File: config.mk
export PLATFORM = sky130hd
export DESIGN_NAME = srpt_status
export DESIGN_NICKNAME = d
export VERILOG_FILES = /design/src/logic/srpt_pkg.sv /design/src/logic/srpt_status.sv
export SDC_FILE = /design/constraint.sdc
export NUM_CORES = 1
export LEC_CHECK = 0
export BUFFER_PORTS_ARGS = -buffer_cell sky130_fd_sc_hd__clkbuf_2
export CORE_MARGIN = 1
export CORE_UTILIZATION = 49
export DETAILED_ROUTE_END_ITERATION = 8
export HOLD_SLACK_MARGIN = 0.12
export PLACE_DENSITY = 0.84
export SLEW_MARGIN = 30
export SYNTH_ARGS = -nofsm -noshare
export SYNTH_HDL_FRONTEND = slang
export SYNTH_SLANG_ARGS = --single-unit
File: constraint.sdc
create_clock -name clk_in -period 1.25 [get_ports clk_in]
set_input_delay 0.1875 -clock clk_in [delete_from_list [all_inputs] [get_ports clk_in]]
set_output_delay 0.1875 -clock clk_in [all_outputs]
set_load 0.005 [all_outputs]
File: src/logic/srpt_pkg.sv
// constants for the status reporting core
// assumes a single clock domain and an external command decoder
// Function
// - any programming error sets one or more error bits in event flags
// - reading event flags returns contents, then clears all bits
// - masked event bits are ORed into status byte bit 5
// - operation complete command sets event bit 0 when pending work ends
// - empty queue read or lost queue data sets event bit 2
// - memory loss or self-test failure sets event bit 3
// - bad parameter or impossible execution sets event bit 4
// - syntax, semantic error or trigger inside message sets event bit 5
// - status byte readable both by serial poll and by query
// - serial poll returns request-service in bit 6, then clears only it
// - query returns master summary in bit 6, status byte unchanged
// - clear-status command clears only the request-service bit of the status byte
// - status byte bit 2 shows enabled channel summary event
// - status byte bit 3 shows enabled questionable event
// - status byte bit 4 shows output queue holds data
// - status byte bit 5 shows enabled standard event
// - service request enable mask selects bits able to request service
// - event flags latch only on rising edge of their source
package srpt_pkg;
   localparam int EV_OPC_BIT = 0;
   localparam int EV_QRY_BIT = 2;
   localparam int EV_DEV_BIT = 3;
   localparam int EV_EXE_BIT = 4;
   localparam int EV_CMD_BIT = 5;
   localparam int SB_CHAN_BIT = 2;
   localparam int SB_QUES_BIT = 3;
   localparam int SB_MSGA_BIT = 4;
   localparam int SB_EVS_BIT = 5;
   localparam int SB_RQS_BIT = 6;
   localparam logic [7:0] EV_RESET = 8'h00;
   localparam logic [7:0] MASK_RESET = 8'h00;
   localparam logic [7:0] SRE_RESET = 8'h00;
   localparam logic [7:0] EV_USED = 8'h3D;
endpackage

File: src/logic/srpt_status.sv
// standard event flags, status byte and service request logic
// assumes command decoder pulses on clk_in and sync sources from same clock
`timescale 1ns/10ps
module srpt_status (
   input  wire logic       clk_in,
   input  wire logic       rst_n_in,
   input  wire logic       ce_in,
   input  wire logic       opc_done_in,
   input  wire logic       query_err_in,
   input  wire logic       dev_err_in,
   input  wire logic       exec_err_in,
   input  wire logic       cmd_err_in,
   input  wire logic       esr_read_in,
   input  wire logic       ese_wr_in,
   input  wire logic [7:0] ese_data_in,
   input  wire logic       sre_wr_in,
   input  wire logic [7:0] sre_data_in,
   input  wire logic       channel_summary_flag_in,
   input  wire logic       ques_summary_in,
   input  wire logic       msg_avail_in,
   input  wire logic       poll_in,
   input  wire logic       stb_query_in,
   input  wire logic       cls_in,
   output logic [7:0]      esr_data_out,
   output logic [7:0]      stb_data_out,
   output logic            stb_valid_out,
   output logic            srq_out
);
   ////////////////////////////////////////////////////////////////
   logic [7:0] src_now;
   logic [7:0] src_reg;
   logic [7:0] ev_reg;
   logic [7:0] ese_reg;
   logic [7:0] sre_reg;
   logic [7:0] stb_reg;
   logic [7:0] rise;
   logic [7:0] stb_now;
   logic       mss;
   logic       mss_reg;
   logic       rqs_reg;

   always_comb begin
      src_now = 8'h00;
      src_now[srpt_pkg::EV_OPC_BIT] = opc_done_in;
      src_now[srpt_pkg::EV_QRY_BIT] = query_err_in;
      src_now[srpt_pkg::EV_DEV_BIT] = dev_err_in;
      src_now[srpt_pkg::EV_EXE_BIT] = exec_err_in;
      src_now[srpt_pkg::EV_CMD_BIT] = cmd_err_in;
   end

   assign rise = src_now & ~src_reg & srpt_pkg::EV_USED;

   always_ff @(posedge clk_in or negedge rst_n_in) begin
      if (!rst_n_in) begin
         src_reg <= srpt_pkg::EV_RESET;
      end else if (ce_in) begin
         src_reg <= src_now;
      end
   end

   ////////////////////////////////////////////////////////////////
   // same-cycle rises go out in the read data, then all flags clear
   always_ff @(posedge clk_in or negedge rst_n_in) begin
      if (!rst_n_in) begin
         ev_reg       <= srpt_pkg::EV_RESET;
         esr_data_out <= 8'h00;
      end else if (ce_in) begin
         if (esr_read_in) begin
            esr_data_out <= ev_reg | rise;
            ev_reg       <= 8'h00;
         end else begin
            ev_reg <= ev_reg | rise;
         end
      end
   end

   always_ff @(posedge clk_in or negedge rst_n_in) begin
      if (!rst_n_in) begin
         ese_reg <= srpt_pkg::MASK_RESET;
         sre_reg <= srpt_pkg::SRE_RESET;
      end else if (ce_in) begin
         if (ese_wr_in) begin
            ese_reg <= ese_data_in;
         end
         if (sre_wr_in) begin
            sre_reg <= sre_data_in;
         end
      end
   end

   ////////////////////////////////////////////////////////////////
   always_comb begin
      stb_now = 8'h00;
      stb_now[srpt_pkg::SB_CHAN_BIT] = channel_summary_flag_in;
      stb_now[srpt_pkg::SB_QUES_BIT] = ques_summary_in;
      stb_now[srpt_pkg::SB_MSGA_BIT] = msg_avail_in;
      stb_now[srpt_pkg::SB_EVS_BIT]  = |(ev_reg & ese_reg);
      mss = |(stb_now & sre_reg & ~(8'h01 << srpt_pkg::SB_RQS_BIT));
   end

   always_ff @(posedge clk_in or negedge rst_n_in) begin
      if (!rst_n_in) begin
         stb_reg <= 8'h00;
         mss_reg <= 1'b0;
      end else if (ce_in) begin
         stb_reg <= stb_now;
         mss_reg <= mss;
      end
   end

   // rqs set on the rising summary; set beats poll clear
   always_ff @(posedge clk_in or negedge rst_n_in) begin
      if (!rst_n_in) begin
         rqs_reg <= 1'b0;
      end else if (ce_in) begin
         if (mss && !mss_reg) begin
            rqs_reg <= 1'b1;
         end else if (poll_in || cls_in) begin
            rqs_reg <= 1'b0;
         end
      end
   end

   assign srq_out = rqs_reg;

   always_ff @(posedge clk_in or negedge rst_n_in) begin
      if (!rst_n_in) begin
         stb_data_out  <= 8'h00;
         stb_valid_out <= 1'b0;
      end else if (ce_in) begin
         stb_valid_out <= poll_in || stb_query_in;
         if (poll_in) begin
            stb_data_out <= {stb_reg[7], rqs_reg, stb_reg[5:0]};
         end else if (stb_query_in) begin
            stb_data_out <= {stb_reg[7], mss_reg, stb_reg[5:0]};
         end
      end
   end
endmodule

# Word-level counts from Yosys, hierarchy flattened
# Index checks and enable logic that the tools add are counted.
# totals
in_bits	33
elab_cells	33
register_bits	52
out_inout_bits	18
# classes
muxes	5
reduce_logical	13
bitwise	5
# ops
operator	n
$mux W8	3
$reduce_and A2 Y1	5
$and A6 B8 Y8	1
$and A8 B8 Y8	1
$or A8 B6 Y8	1
$reduce_or A8 Y1	1
$reduce_or A7 Y1	1
$and A6 B6 Y6	1
$not A6 Y6	1
$reduce_bool A2 Y1	2
$logic_or A1 B1 Y1	2
$mux W1	2
$logic_and A1 B1 Y1	1
$logic_not A1 Y1	1

# Logic depth before layout (Yosys ltp)
# Gate-level depths: netlist of run 1.
# logic_depth
depth_word	7
depth_mapped	4
ltp_nobuf	3

# Worst setup path before layout of run 1
# OpenSTA, ideal clock, no wires.
# synth_timing
path_type	register to register
start	register ev_reg[2]
end	register rqs_reg (netlist: srq_out)
path_stages_with_launch	4
required_time_ns	1.123
setup_time_ns	0.127
path_buffers	0
period_less_slack_ns	1.089
path_slack_ns	0.161
arrival_time_ns	0.962
cell_sequence	dfrtp_1 -> a222oi_1 -> and2_1 -> o31ai_1
# synth_via
elab_chain_cells	7
word_cells_on_any_way	8
cone_classes	1 x mux; 2 x bitwise; 5 x reduce/logical
# synth_lines
element	line	rtl
from (decl)	srpt_status.sv:32	logic [7:0] ev_reg;
from (signal assigned)	srpt_status.sv:65	ev_reg <= srpt_pkg::EV_RESET;
from (signal assigned)	srpt_status.sv:72	ev_reg <= ev_reg | rise;
$and A8 B8 Y8 (*)	srpt_status.sv:97	stb_now[srpt_pkg::SB_EVS_BIT] = |(ev_reg & ese_reg);
$reduce_or A8 Y1 (*)	srpt_status.sv:97	
$and A6 B8 Y8 (*)	srpt_status.sv:98	mss = |(stb_now & sre_reg & ~(8'h01 << srpt_pkg::SB_RQS_BIT));
$reduce_or A7 Y1 (*)	srpt_status.sv:98	
$logic_and A1 B1 Y1 (*)	srpt_status.sv:116	if (mss && !mss_reg) begin
$reduce_bool A2 Y1 (no line)	n/a	
$reduce_and A2 Y1 (no line)	n/a	
to (signal assigned)	srpt_status.sv:114	rqs_reg <= 1'b0;
to (signal assigned)	srpt_status.sv:117	rqs_reg <= 1'b1;
to (signal assigned)	srpt_status.sv:119	rqs_reg <= 1'b0;
to (decl)	srpt_status.sv:40	logic rqs_reg;
# Mark *: on every way between the ends. The rest lies on a longest branch, timed or not.
# A chain may end at the register's enable or synchronous reset.

# Worst setup path after layout of run 1
# layout_timing
start	register sre_reg[2]
end	register rqs_reg (netlist: srq_out)
# layout_via
elab_chain_cells	5
word_cells_on_any_way	6
cone_classes	1 x mux; 1 x bitwise; 4 x reduce/logical
# layout_lines
element	line	rtl
from (decl)	srpt_status.sv:34	logic [7:0] sre_reg;
from (signal assigned)	srpt_status.sv:80	sre_reg <= srpt_pkg::SRE_RESET;
from (signal assigned)	srpt_status.sv:86	sre_reg <= sre_data_in;
$and A6 B8 Y8 (*)	srpt_status.sv:98	
$reduce_or A7 Y1 (*)	srpt_status.sv:98	
$logic_and A1 B1 Y1 (*)	srpt_status.sv:116	
$reduce_bool A2 Y1 (no line)	n/a	
$reduce_and A2 Y1 (no line)	n/a	
# Marked as above.

==> results of run 1 <==
==> what timing repair did <==
| item | CTS | global route |
|---|---|---|
| setup buffers | 2 | 4 |
| endpoints found under the hold margin | 53 | 0 |
| resized for setup | 0 | 4 |
| hold buffers | 18 | 0 |
| pin swaps | 3 | 5 |
| endpoints found under the setup margin | 1 | 3 |
==> through the flow <==
stage / util (%) / total power [W] / worst slack (ns) / instance area [um^2] / hold slack (ns)
global placement: 60.3 / 0.00189 / 0.0419 / 1690 / 0.237
detailed placement: 60.3 / 0.00193 / -0.00513 / 1690 / 0.245
CTS: 69.0 / 0.00253 / 0.00211 / 1930 / 0.216
floorplan: - / 0.00172 / 0.161 / 1500 / -0.108
finish: 70.7 / 0.00262 / 0.00421 / 1980 / 0.226
global route: 70.7 / 0.00275 / -0.0409 / 1980 / 0.250
==> synth_stat cells (all sizes together) (2+ instances only) <==
| cell type | count | area share, % |
|---|---|---|
| dfrtp | 36 | 61 |
| mux2 | 21 | 16 |
| nand2 | 14 | 3.5 |
| buf | 9 | 4.2 |
| o21ai | 9 | 3.0 |
| nor2 | 7 | 1.8 |
| a21oi | 6 | 2.0 |
| nor2b | 5 | 2.1 |
| a222oi | 2 | 1.4 |
| and2 | 2 | 0.84 |
| inv | 2 | 0.51 |
==> metal layers <==
layer,wire [um],vias to the layer above,track usage (%)
li1,-,540,-
met1,1340,581,26.0
met2,1710,42,38.3
met3,146,11,4.76
met4,118,0,9.76
met5,0,-,0
==> worst max-delay path: stages, from the launching register on <==
cell	delay, ns
dfrtp_1	0.40
a222oi_1	0.33
buf_4	0.19
a2bb2oi_2	0.14
o31ai_2	0.08
==> cell usage in the layout, fill, tap and decap left out, drive strengths merged, types with 5 or more instances in the layout <==
| cell | n |
|---|---|
| nor2 | 7 |
| conb | 6 |
| nand2 | 14 |
| nor2b | 5 |
| dlygate4sd3 | 18 |
| clkbuf | 43 |
| mux2 | 21 |
| buf | 10 |
| a21oi | 6 |
| o21ai | 9 |
| dfrtp | 36 |
==> kinds of logic after synthesis <==
family	count (synthesis)
other cells	1
mux	22
simple gates	29
flops	36
compound gates	22
buf+inv	11
==> cell type report <==
type / count / area share, %
clock buffer: 6 / 2.08
clock inverter: 1 / 0.253
multi-input combinational: 79 / 27.7
inverter: 2 / 0.379
sequential: 36 / 45.5
timing repair buffer: 65 / 22.2
tap: 31 / 1.96
==> power breakdown <==
group / internal, W / leakage [nW] / total, W / switching, W
Clock: 0.000207 / 0.0281 / 0.000577 / 0.000370
Sequential: 0.00135 / 0.430 / 0.00146 / 0.000111
Combinational: 0.000333 / 0.516 / 0.000582 / 0.000250
==> worst min path at each step <==
| stage | startpoint | to | slack [ns] | cells after the start |
|---|---|---|---|---|
| finish | poll_in | stb_data_out[6] | 0.23 | 3 |
| global route | esr_read_in | esr_data_out[5] | 0.25 | 4 |
| CTS | esr_read_in | esr_data_out[2] | 0.22 | 4 |
| detailed placement | rst_n_in | src_reg[2] | 0.25 | 2 |
| global placement | rst_n_in | esr_data_out[2] | 0.24 | 2 |
| floorplan | rst_n_in | ese_reg[0] | -0.11 | 0 |
==> run_results.csv, run 1 <==
group,metric,value,unit
status,status,"complete, but fails checks",
status,failed_checks,"design-rule violations",
timing,skew,0.0103,ns
route,drtIter0Drc,39,
synth,ys_seq_area_share,60.8,%
worst_setup_path,r2r_end,"srq_out",
die,die_x,57.0,um
synth,synth_seq_cells,36,
die,core_area,2810,um^2
synth,synth_cell_type_count,21,
run,maxCapViolCount,0,
worst_setup_path,worstSetupPathType,"reg -> reg",
synth,synth_compound_area_share,8.95,%
synth,synthSimpleGateAreaFrac,8.69,%
cts,clock_sinks,36,
layout,instances_no_fill,220,
synth,synth_edf_count,0,
worst_setup_path,cp.required,1.47,ns
layout,area_growth,33.7,%
global_routing,grt_pass1_vias,1140,
die,rows,19,
route,routed_wl,3310,um
timing,fin_crit,1.25,ns
route,drc_errors,6,
layout,antennaDiodeCount,0,
worst_setup_path,rr_worst_depth,4,
timing,fin_setup_tns,0,ns
synth,synth_xor_area_share,0,%
synth,async_flop_share,100,%
worst_setup_path,worstPathArrival,1.47,ns
cts,clk_root_buffer_cell,"clkbuf_4",
layout,multi_input_area,548,um^2
synth,synthMuxAreaShare,16.6,%
cts,clkTransAtPathRegs,0.11,ns
synth,synthesis.area,1480,um^2
power_and_ir_drop,p_leak,0.974,nW
min_path,hp-class,"in -> reg",
timing,fmax,803,MHz
cts,clkLatencyLatePin,0.33,ns
layout,final.fill_count,204,
worst_setup_path,regToRegSetupSlack,0.004,ns
route,dr.pass1.iters,8,
global_routing,grt_usage,21.9,%
place,dpl.hpwl,2030,um
worst_setup_path,startpoint,"sre_reg[2]",
route,via_count,1174,
place,dp_cells,189,
die,initial_core_util,52.9,%
die,die_height,57.0,um
synth,avgSynthCellArea,12.3,um^2
global_routing,grt_pass1_wl,5220,um
synth,synth-warning-count,0,
worst_setup_path,crit_path_start_kind,"flop",
cts,cts_buffers,5,
worst_setup_path,cp_max_fo,2,
worst_setup_path,crit_path_end_kind,"flop",
synth,synthAdderAreaFrac,0,%
global_routing,overflow,0,
layout,nNetsFinal,222,
layout,final-seq-area,901,um^2
route,wl_per_cell,15.0,um
global_routing,grt_max_degree,37,
timing,finalSetupViolations,0,
cts,htree_levels,2,
route,viasPerCell,5.34,
worst_setup_path,r2r-start,"sre_reg[2]",
cts,clockBufferDepth,2,
power_and_ir_drop,cellPowerDensity,1320,nW/um^2
layout,layout-drive-gt1-share,41.3,%
timing,hold_viol,0,
synth,synth_top_family_by_area,"multiplexers",
timing,maxSlewViolCount,0,
worst_setup_path,crit_end,"srq_out",
global_routing,antenna_found_initial,0,
route,drtAntennaViolNets,0,
synth,ys.flop_type,"dfrtp_1",
cts,cts_tree,"built",
die,die_area,3250,um^2
place,port_buffers,37,
synth,synthCells,121,
timing,finalCritPeriodShare,99.7,%
power_and_ir_drop,ir_drop,0.000792,V
die,pin_count,51,
place,gp_congestion,0.730,
timing,rsz0062_at_grt,"yes",
(Power assumes the default switching activity.)
==> inputs of run 2 (changes only) <==
==> constraint.sdc (replaced) <==
create_clock -name clk_in -period 1.25 [get_ports clk_in]
set_input_delay 0.125 -clock clk_in [delete_from_list [all_inputs] [get_ports clk_in]]
set_output_delay 0.125 -clock clk_in [all_outputs]
set_load 0.005 [all_outputs]
==> run 2 against run 1 <==
The run ends with design-rule violations, negative setup slack left. Worst hold slack worse by 0.088 ns. Clock power is 13% higher. Non-clock buffer count is 4 lower. Flip-flop and latch count stayed put. Critical path depth is 1 lower. First-iteration DRC count is 2.6% lower. Setup slack worse by 0.033 ns.
==> run_results.csv, run 2 (synthesis gave the netlist of run 1 again) <==
group,metric,value,unit
die,die_x,57.0,um
min_path,hp-class,"in -> reg",
power_and_ir_drop,p_leak,0.961,nW
layout,utilization,70.0,%
worst_setup_path,worstPathArrival,1.51,ns
status,failed_checks,"design-rule violations, negative setup slack",
layout,antennaDiodeCount,0,
die,core_area,2810,um^2
worst_setup_path,crit_path_end_kind,"flop",
place,dpl.hpwl,2090,um
layout,final_cell_mix,"clkbuf_2, dfrtp_1, mux2_2",
place,port_buffers,37,
run,maxCapViolCount,0,
timing,maxSlewViolCount,0,
global_routing,antenna_found_initial,0,
worst_setup_path,crit_chain,"a222oi_1, a21o_1, a31oi_1",
timing,fin_crit,1.28,ns
die,die_height,57.0,um
timing,skew,0.00608,ns
status,status,"complete, but fails checks",
timing,setup_slack,-0.0288,ns
layout,layout-drive-gt1-share,38.2,%
timing,whs,0.138,ns
timing,fin_setup_tns,-0.0699,ns
cts,cts_tree,"built",
global_routing,overflow,0,
die,initial_core_util,52.9,%
global_routing,grt_pass1_vias,1166,
timing,fmax,782,MHz
worst_setup_path,cp_max_fo,2,
cts,clock_sinks,36,
timing,hold_viol,0,
layout,nNetsFinal,218,
cts,clkLatencyLatePin,0.35,ns
cts,clockBufferDepth,2,
route,wl_per_cell,14.6,um
cts,htree_levels,2,
global_routing,grt_usage,22.0,%
route,dr.pass1.iters,6,
route,drc_errors,7,
cts,cts_buffers,5,
die,rows,19,
layout,area_growth,32.5,%
global_routing,grt_max_degree,20,
worst_setup_path,cp.required,1.48,ns
worst_setup_path,worstSetupPathType,"reg -> reg",
die,pin_count,51,
cts,clk_root_buffer_cell,"clkbuf_4",
timing,rsz0062_at_grt,"yes",
worst_setup_path,critPathBufInv,0,
route,routed_wl,3180,um
timing,finalCritPeriodShare,102,%
route,viasPerCell,5.14,
worst_setup_path,cp_top_family,"compound AO/OA/AOI/OAI gates",
route,drtIter0Drc,38,
place,gp_congestion,0.746,
power_and_ir_drop,cellPowerDensity,1340,nW/um^2
timing,finalSetupViolations,3,
layout,final_common_cell,"clkbuf_2",
die,die_area,3250,um^2
worst_setup_path,critical_path.slowest_cell,"a222oi_1",
worst_setup_path,crit_path_start_kind,"flop",
route,drtAntennaViolNets,0,
route,via_count,1115,
global_routing,grt_pass1_wl,5170,um
worst_setup_path,max_stage_delay,0.45,ns
cts,clkTransAtPathRegs,0.10,ns
power_and_ir_drop,ir_drop,0.000803,V
worst_setup_path,regToRegSetupSlack,-0.03,ns
## run 2: worst min-delay path, stage by stage
cell and delay (ns):
clkbuf_2 0.08, nand2_1 0.11, nand2_1 0.09, nand2_1 0.04
## run 2: final cells by class
| cell class | instances | area (um^2) |
|---|---|---|
| inverters | 2 | 7.51 |
| well taps | 31 | 38.8 |
| repair buffers | 61 | 423 |
| fillers | 202 | 841 |
| clock buffers | 8 | 58.8 |
| multi-input cells | 79 | 536 |
| flip-flops and latches | 36 | 901 |
## run 2: repair_timing
action	CTS	global route
setup endpoints to repair	1	3
hold buffers	18	0
buffers inserted	0	2
pin swaps	1	4
hold endpoints to repair	53	0
gates resized for setup	0	1
## run 2: path summary, 6_finish.rpt
kind	from	endpoint	cells past startpoint
min reg2reg	esr_data_out[2]	esr_data_out[2]	2
min	esr_read_in	esr_data_out[4]	4
max in group asynchronous	rst_n_in	stb_data_out[2]	3
min in group asynchronous	rst_n_in	esr_data_out[5]	2
max	ev_reg[2]	mss_reg	3
max reg2reg	ev_reg[2]	mss_reg	3
## run 2: stage by stage
| stage | instances | setup slack (ns) | area, um^2 | power (W) |
|---|---|---|---|---|
| 2_1_floorplan | 126 | 0.161 | 1500 | 0.00172 |
| 3_3_place_gp | 189 | 0.0538 | 1710 | 0.00190 |
| 3_5_place_dp | 189 | 0.0134 | 1710 | 0.00194 |
| 4_1_cts | 215 | 0.0139 | 1940 | 0.00262 |
| 5_1_grt | 217 | -0.0885 | 1960 | 0.00278 |
| 6_report | 217 | -0.0288 | 1960 | 0.00264 |
## run 2: where the power goes
group          switching (W)  internal [W]
sequential          0.000112       0.00135
clock               0.000374      0.000277
combinational       0.000232      0.000297
## run 2: per-layer routing
layer / GRT usage, % / up-vias / share of wire (%)
met5: 0 / - / 0
met4: 12.2 / 0 / 2.1
met3: 6.58 / 9 / 4.6
met2: 36.0 / 32 / 53
met1: 26.1 / 538 / 40
li1: - / 536 / -
==> inputs of run 3 (changes only) <==
CORE_ASPECT_RATIO = 0.7   (was unset)
CORE_MARGIN = 4   (was 1)
==> run 3 against run 2 <==
The flow now finishes without violations. Non-clock buffer count down 5. Flip-flop and latch count unchanged. Clock-buffer cell count decreased by 2. Wire length is 2.6% lower. Final area grew 1.1%. Combinational power fell by 6.4%. Setup slack gained 0.084 ns. Worst hold slack gained 0.015 ns. Via count increased by 0.81%. Register-to-register slack improved by 0.08 ns. Critical endpoint is now srq_out. Largest power group unchanged.
==> run_results.csv, run 3 (synthesis gave the netlist of run 1 again) <==
group,metric,value,unit
cts,clockBufferDepth,2,
route,drc_errors,0,
worst_setup_path,cp_max_fo,2,
global_routing,overflow,0,
power_and_ir_drop,combPwrFrac,16.8,%
power_and_ir_drop,p_leak,0.962,nW
timing,whs,0.154,ns
route,wl_per_cell,14.3,um
global_routing,grt_max_degree,22,
timing,fmax,837,MHz
worst_setup_path,startpoint,"sre_reg[2]",
layout,final_cell_mix,"clkbuf_2, dfrtp_1, mux2_2",
die,core_area,2840,um^2
cts,htree_levels,2,
die,die_x,73.7,um
layout,final.fill_count,206,
global_routing,grt_pass1_vias,1135,
layout,final_common_cell,"clkbuf_2",
timing,slew_headroom,66.3,%
worst_setup_path,crit_path_start_kind,"flop",
timing,finalCritPeriodShare,95.6,%
cts,clock_sinks,36,
power_and_ir_drop,p_switching,0.000717,W
route,via_count,1124,
cts,clkTransAtPathRegs,0.07,ns
min_path,hold_start,"msg_avail_in",
run,maxCapViolCount,0,
worst_setup_path,r2r-start,"sre_reg[2]",
status,status,"finished clean",
route,drtIter0Drc,76,
cts,cts_resized,0,
layout,layout-drive-gt1-share,37.0,%
place,gp_congestion,0.835,
die,initial_core_util,52.2,%
cts,cts_tree,"built",
timing,hold_viol,0,
power_and_ir_drop,cellPowerDensity,1480,nW/um^2
cts,clk_root_buffer_cell,"clkbuf_8",
worst_setup_path,worstPathArrival,1.36,ns
place,port_buffers,37,
timing,skew,0.00909,ns
timing,finalSetupViolations,0,
route,routed_wl,3090,um
min_path,hp-class,"in -> reg",
place,dp_cells,192,
layout,instances_no_fill,217,
layout,area_growth,34.0,%
power_and_ir_drop,total_power,0.00294,W
worst_setup_path,regToRegSetupSlack,0.05,ns
power_and_ir_drop,p_int,0.00222,W
power_and_ir_drop,ir_drop,0.000953,V
cts,cts_buffers,5,
power_and_ir_drop,swShare,24.4,%
worst_setup_path,worstSetupPathType,"reg -> reg",
die,die_height,54.0,um
global_routing,antenna_found_initial,0,
die,rows,16,
layout,utilization,69.9,%
timing,fin_crit,1.20,ns
route,drtAntennaViolNets,0,
worst_setup_path,cp.required,1.42,ns
cts,clkLatencyLatePin,0.28,ns
power_and_ir_drop,p_clk_share,33.4,%
layout,multi_input_area,531,um^2
layout,antennaDiodeCount,0,
route,viasPerCell,5.18,
worst_setup_path,crit_path_end_kind,"flop",
place,dpl.hpwl,2160,um
global_routing,grt_usage,17.6,%
die,die_area,3980,um^2
power_and_ir_drop,pwr-share-seq,49.8,%
route,dr.pass1.iters,4,
global_routing,grt_pass1_wl,5150,um
die,pin_count,51,
timing,maxSlewViolCount,0,
layout,nNetsFinal,213,
cts,postCtsSetupRepairBufs,0,
timing,worst_pin_slew,0.502,ns
timing,rsz0062_at_grt,"yes",
layout,final-seq-area,901,um^2
-- run 3: cell count changes in the layout (fill, tap and decap cells not counted) --
cell / previous run / this run
buf_4: 5 / 0
dlygate4sd3_1: 18 / 17
clkinv_2: 0 / 1
clkbuf_1: 2 / 1
o31ai_1: 0 / 1
clkbuf_8: 1 / 5
clkbuf_4: 5 / 0
bufinv_16: 0 / 1
buf_12: 1 / 2
o31ai_2: 1 / 0
-- run 3: routing by layer --
| layer | wire (um) | track usage, % |
|---|---|---|
| met5 | 0 | 0 |
| met1 | 1280 | 22.3 |
| met2 | 1530 | 29.4 |
| met3 | 237 | 4.10 |
| met4 | 38 | 6.93 |
-- run 3: repair_timing --
action,4_1_cts,5_1_grt
hold endpoints to repair,52,0
hold buffers,17,0
endpoints found under the setup margin,0,3
-- run 3: worst paths after layout --
kind	to	cells past startpoint
worst min-delay path	stb_reg[4]	2
worst min register to register	esr_data_out[2]	2
max in group asynchronous	sre_reg[4]	3
min in group asynchronous	src_reg[2]	2
worst max register to register	srq_out	3
worst max-delay path	srq_out	3
-- run 3: cell type report --
type | count | area share, %
clock buffer | 6 | 3.65
inverter | 2 | 0.378
multi-input combinational | 79 | 26.7
clock inverter | 2 | 1.76
timing repair buffer | 56 | 19.9
tap | 36 | 2.27
sequential | 36 | 45.3
-- run 3: worst max-delay path: stages, from the launching register on --
cell and delay [ns]:
dfrtp_1 0.38, a222oi_1 0.39, a2bb2oi_1 0.22, o31ai_1 0.09
-- run 3: power groups by stage --
stage / Clock, W / Combinational [W] / Sequential, W
3_5_place_dp: 0 / 0.000458 / 0.00148
3_3_place_gp: 0 / 0.000434 / 0.00147
5_1_grt: 0.00105 / 0.000559 / 0.00148
6_report: 0.000980 / 0.000495 / 0.00146
4_1_cts: 0.00100 / 0.000501 / 0.00146
2_1_floorplan: 0 / 0.000262 / 0.00146
-- run 3: per-stage QoR --
stage,worst slack (ns),TNS (ns),cell area [um^2]
finish,0.0549,0,1990
global route,-0.0485,-0.127,1990
CTS,0.0461,0,1990
detailed placement,0.0497,0,1710
global placement,0.0673,0,1710
floorplan,0.161,0,1500
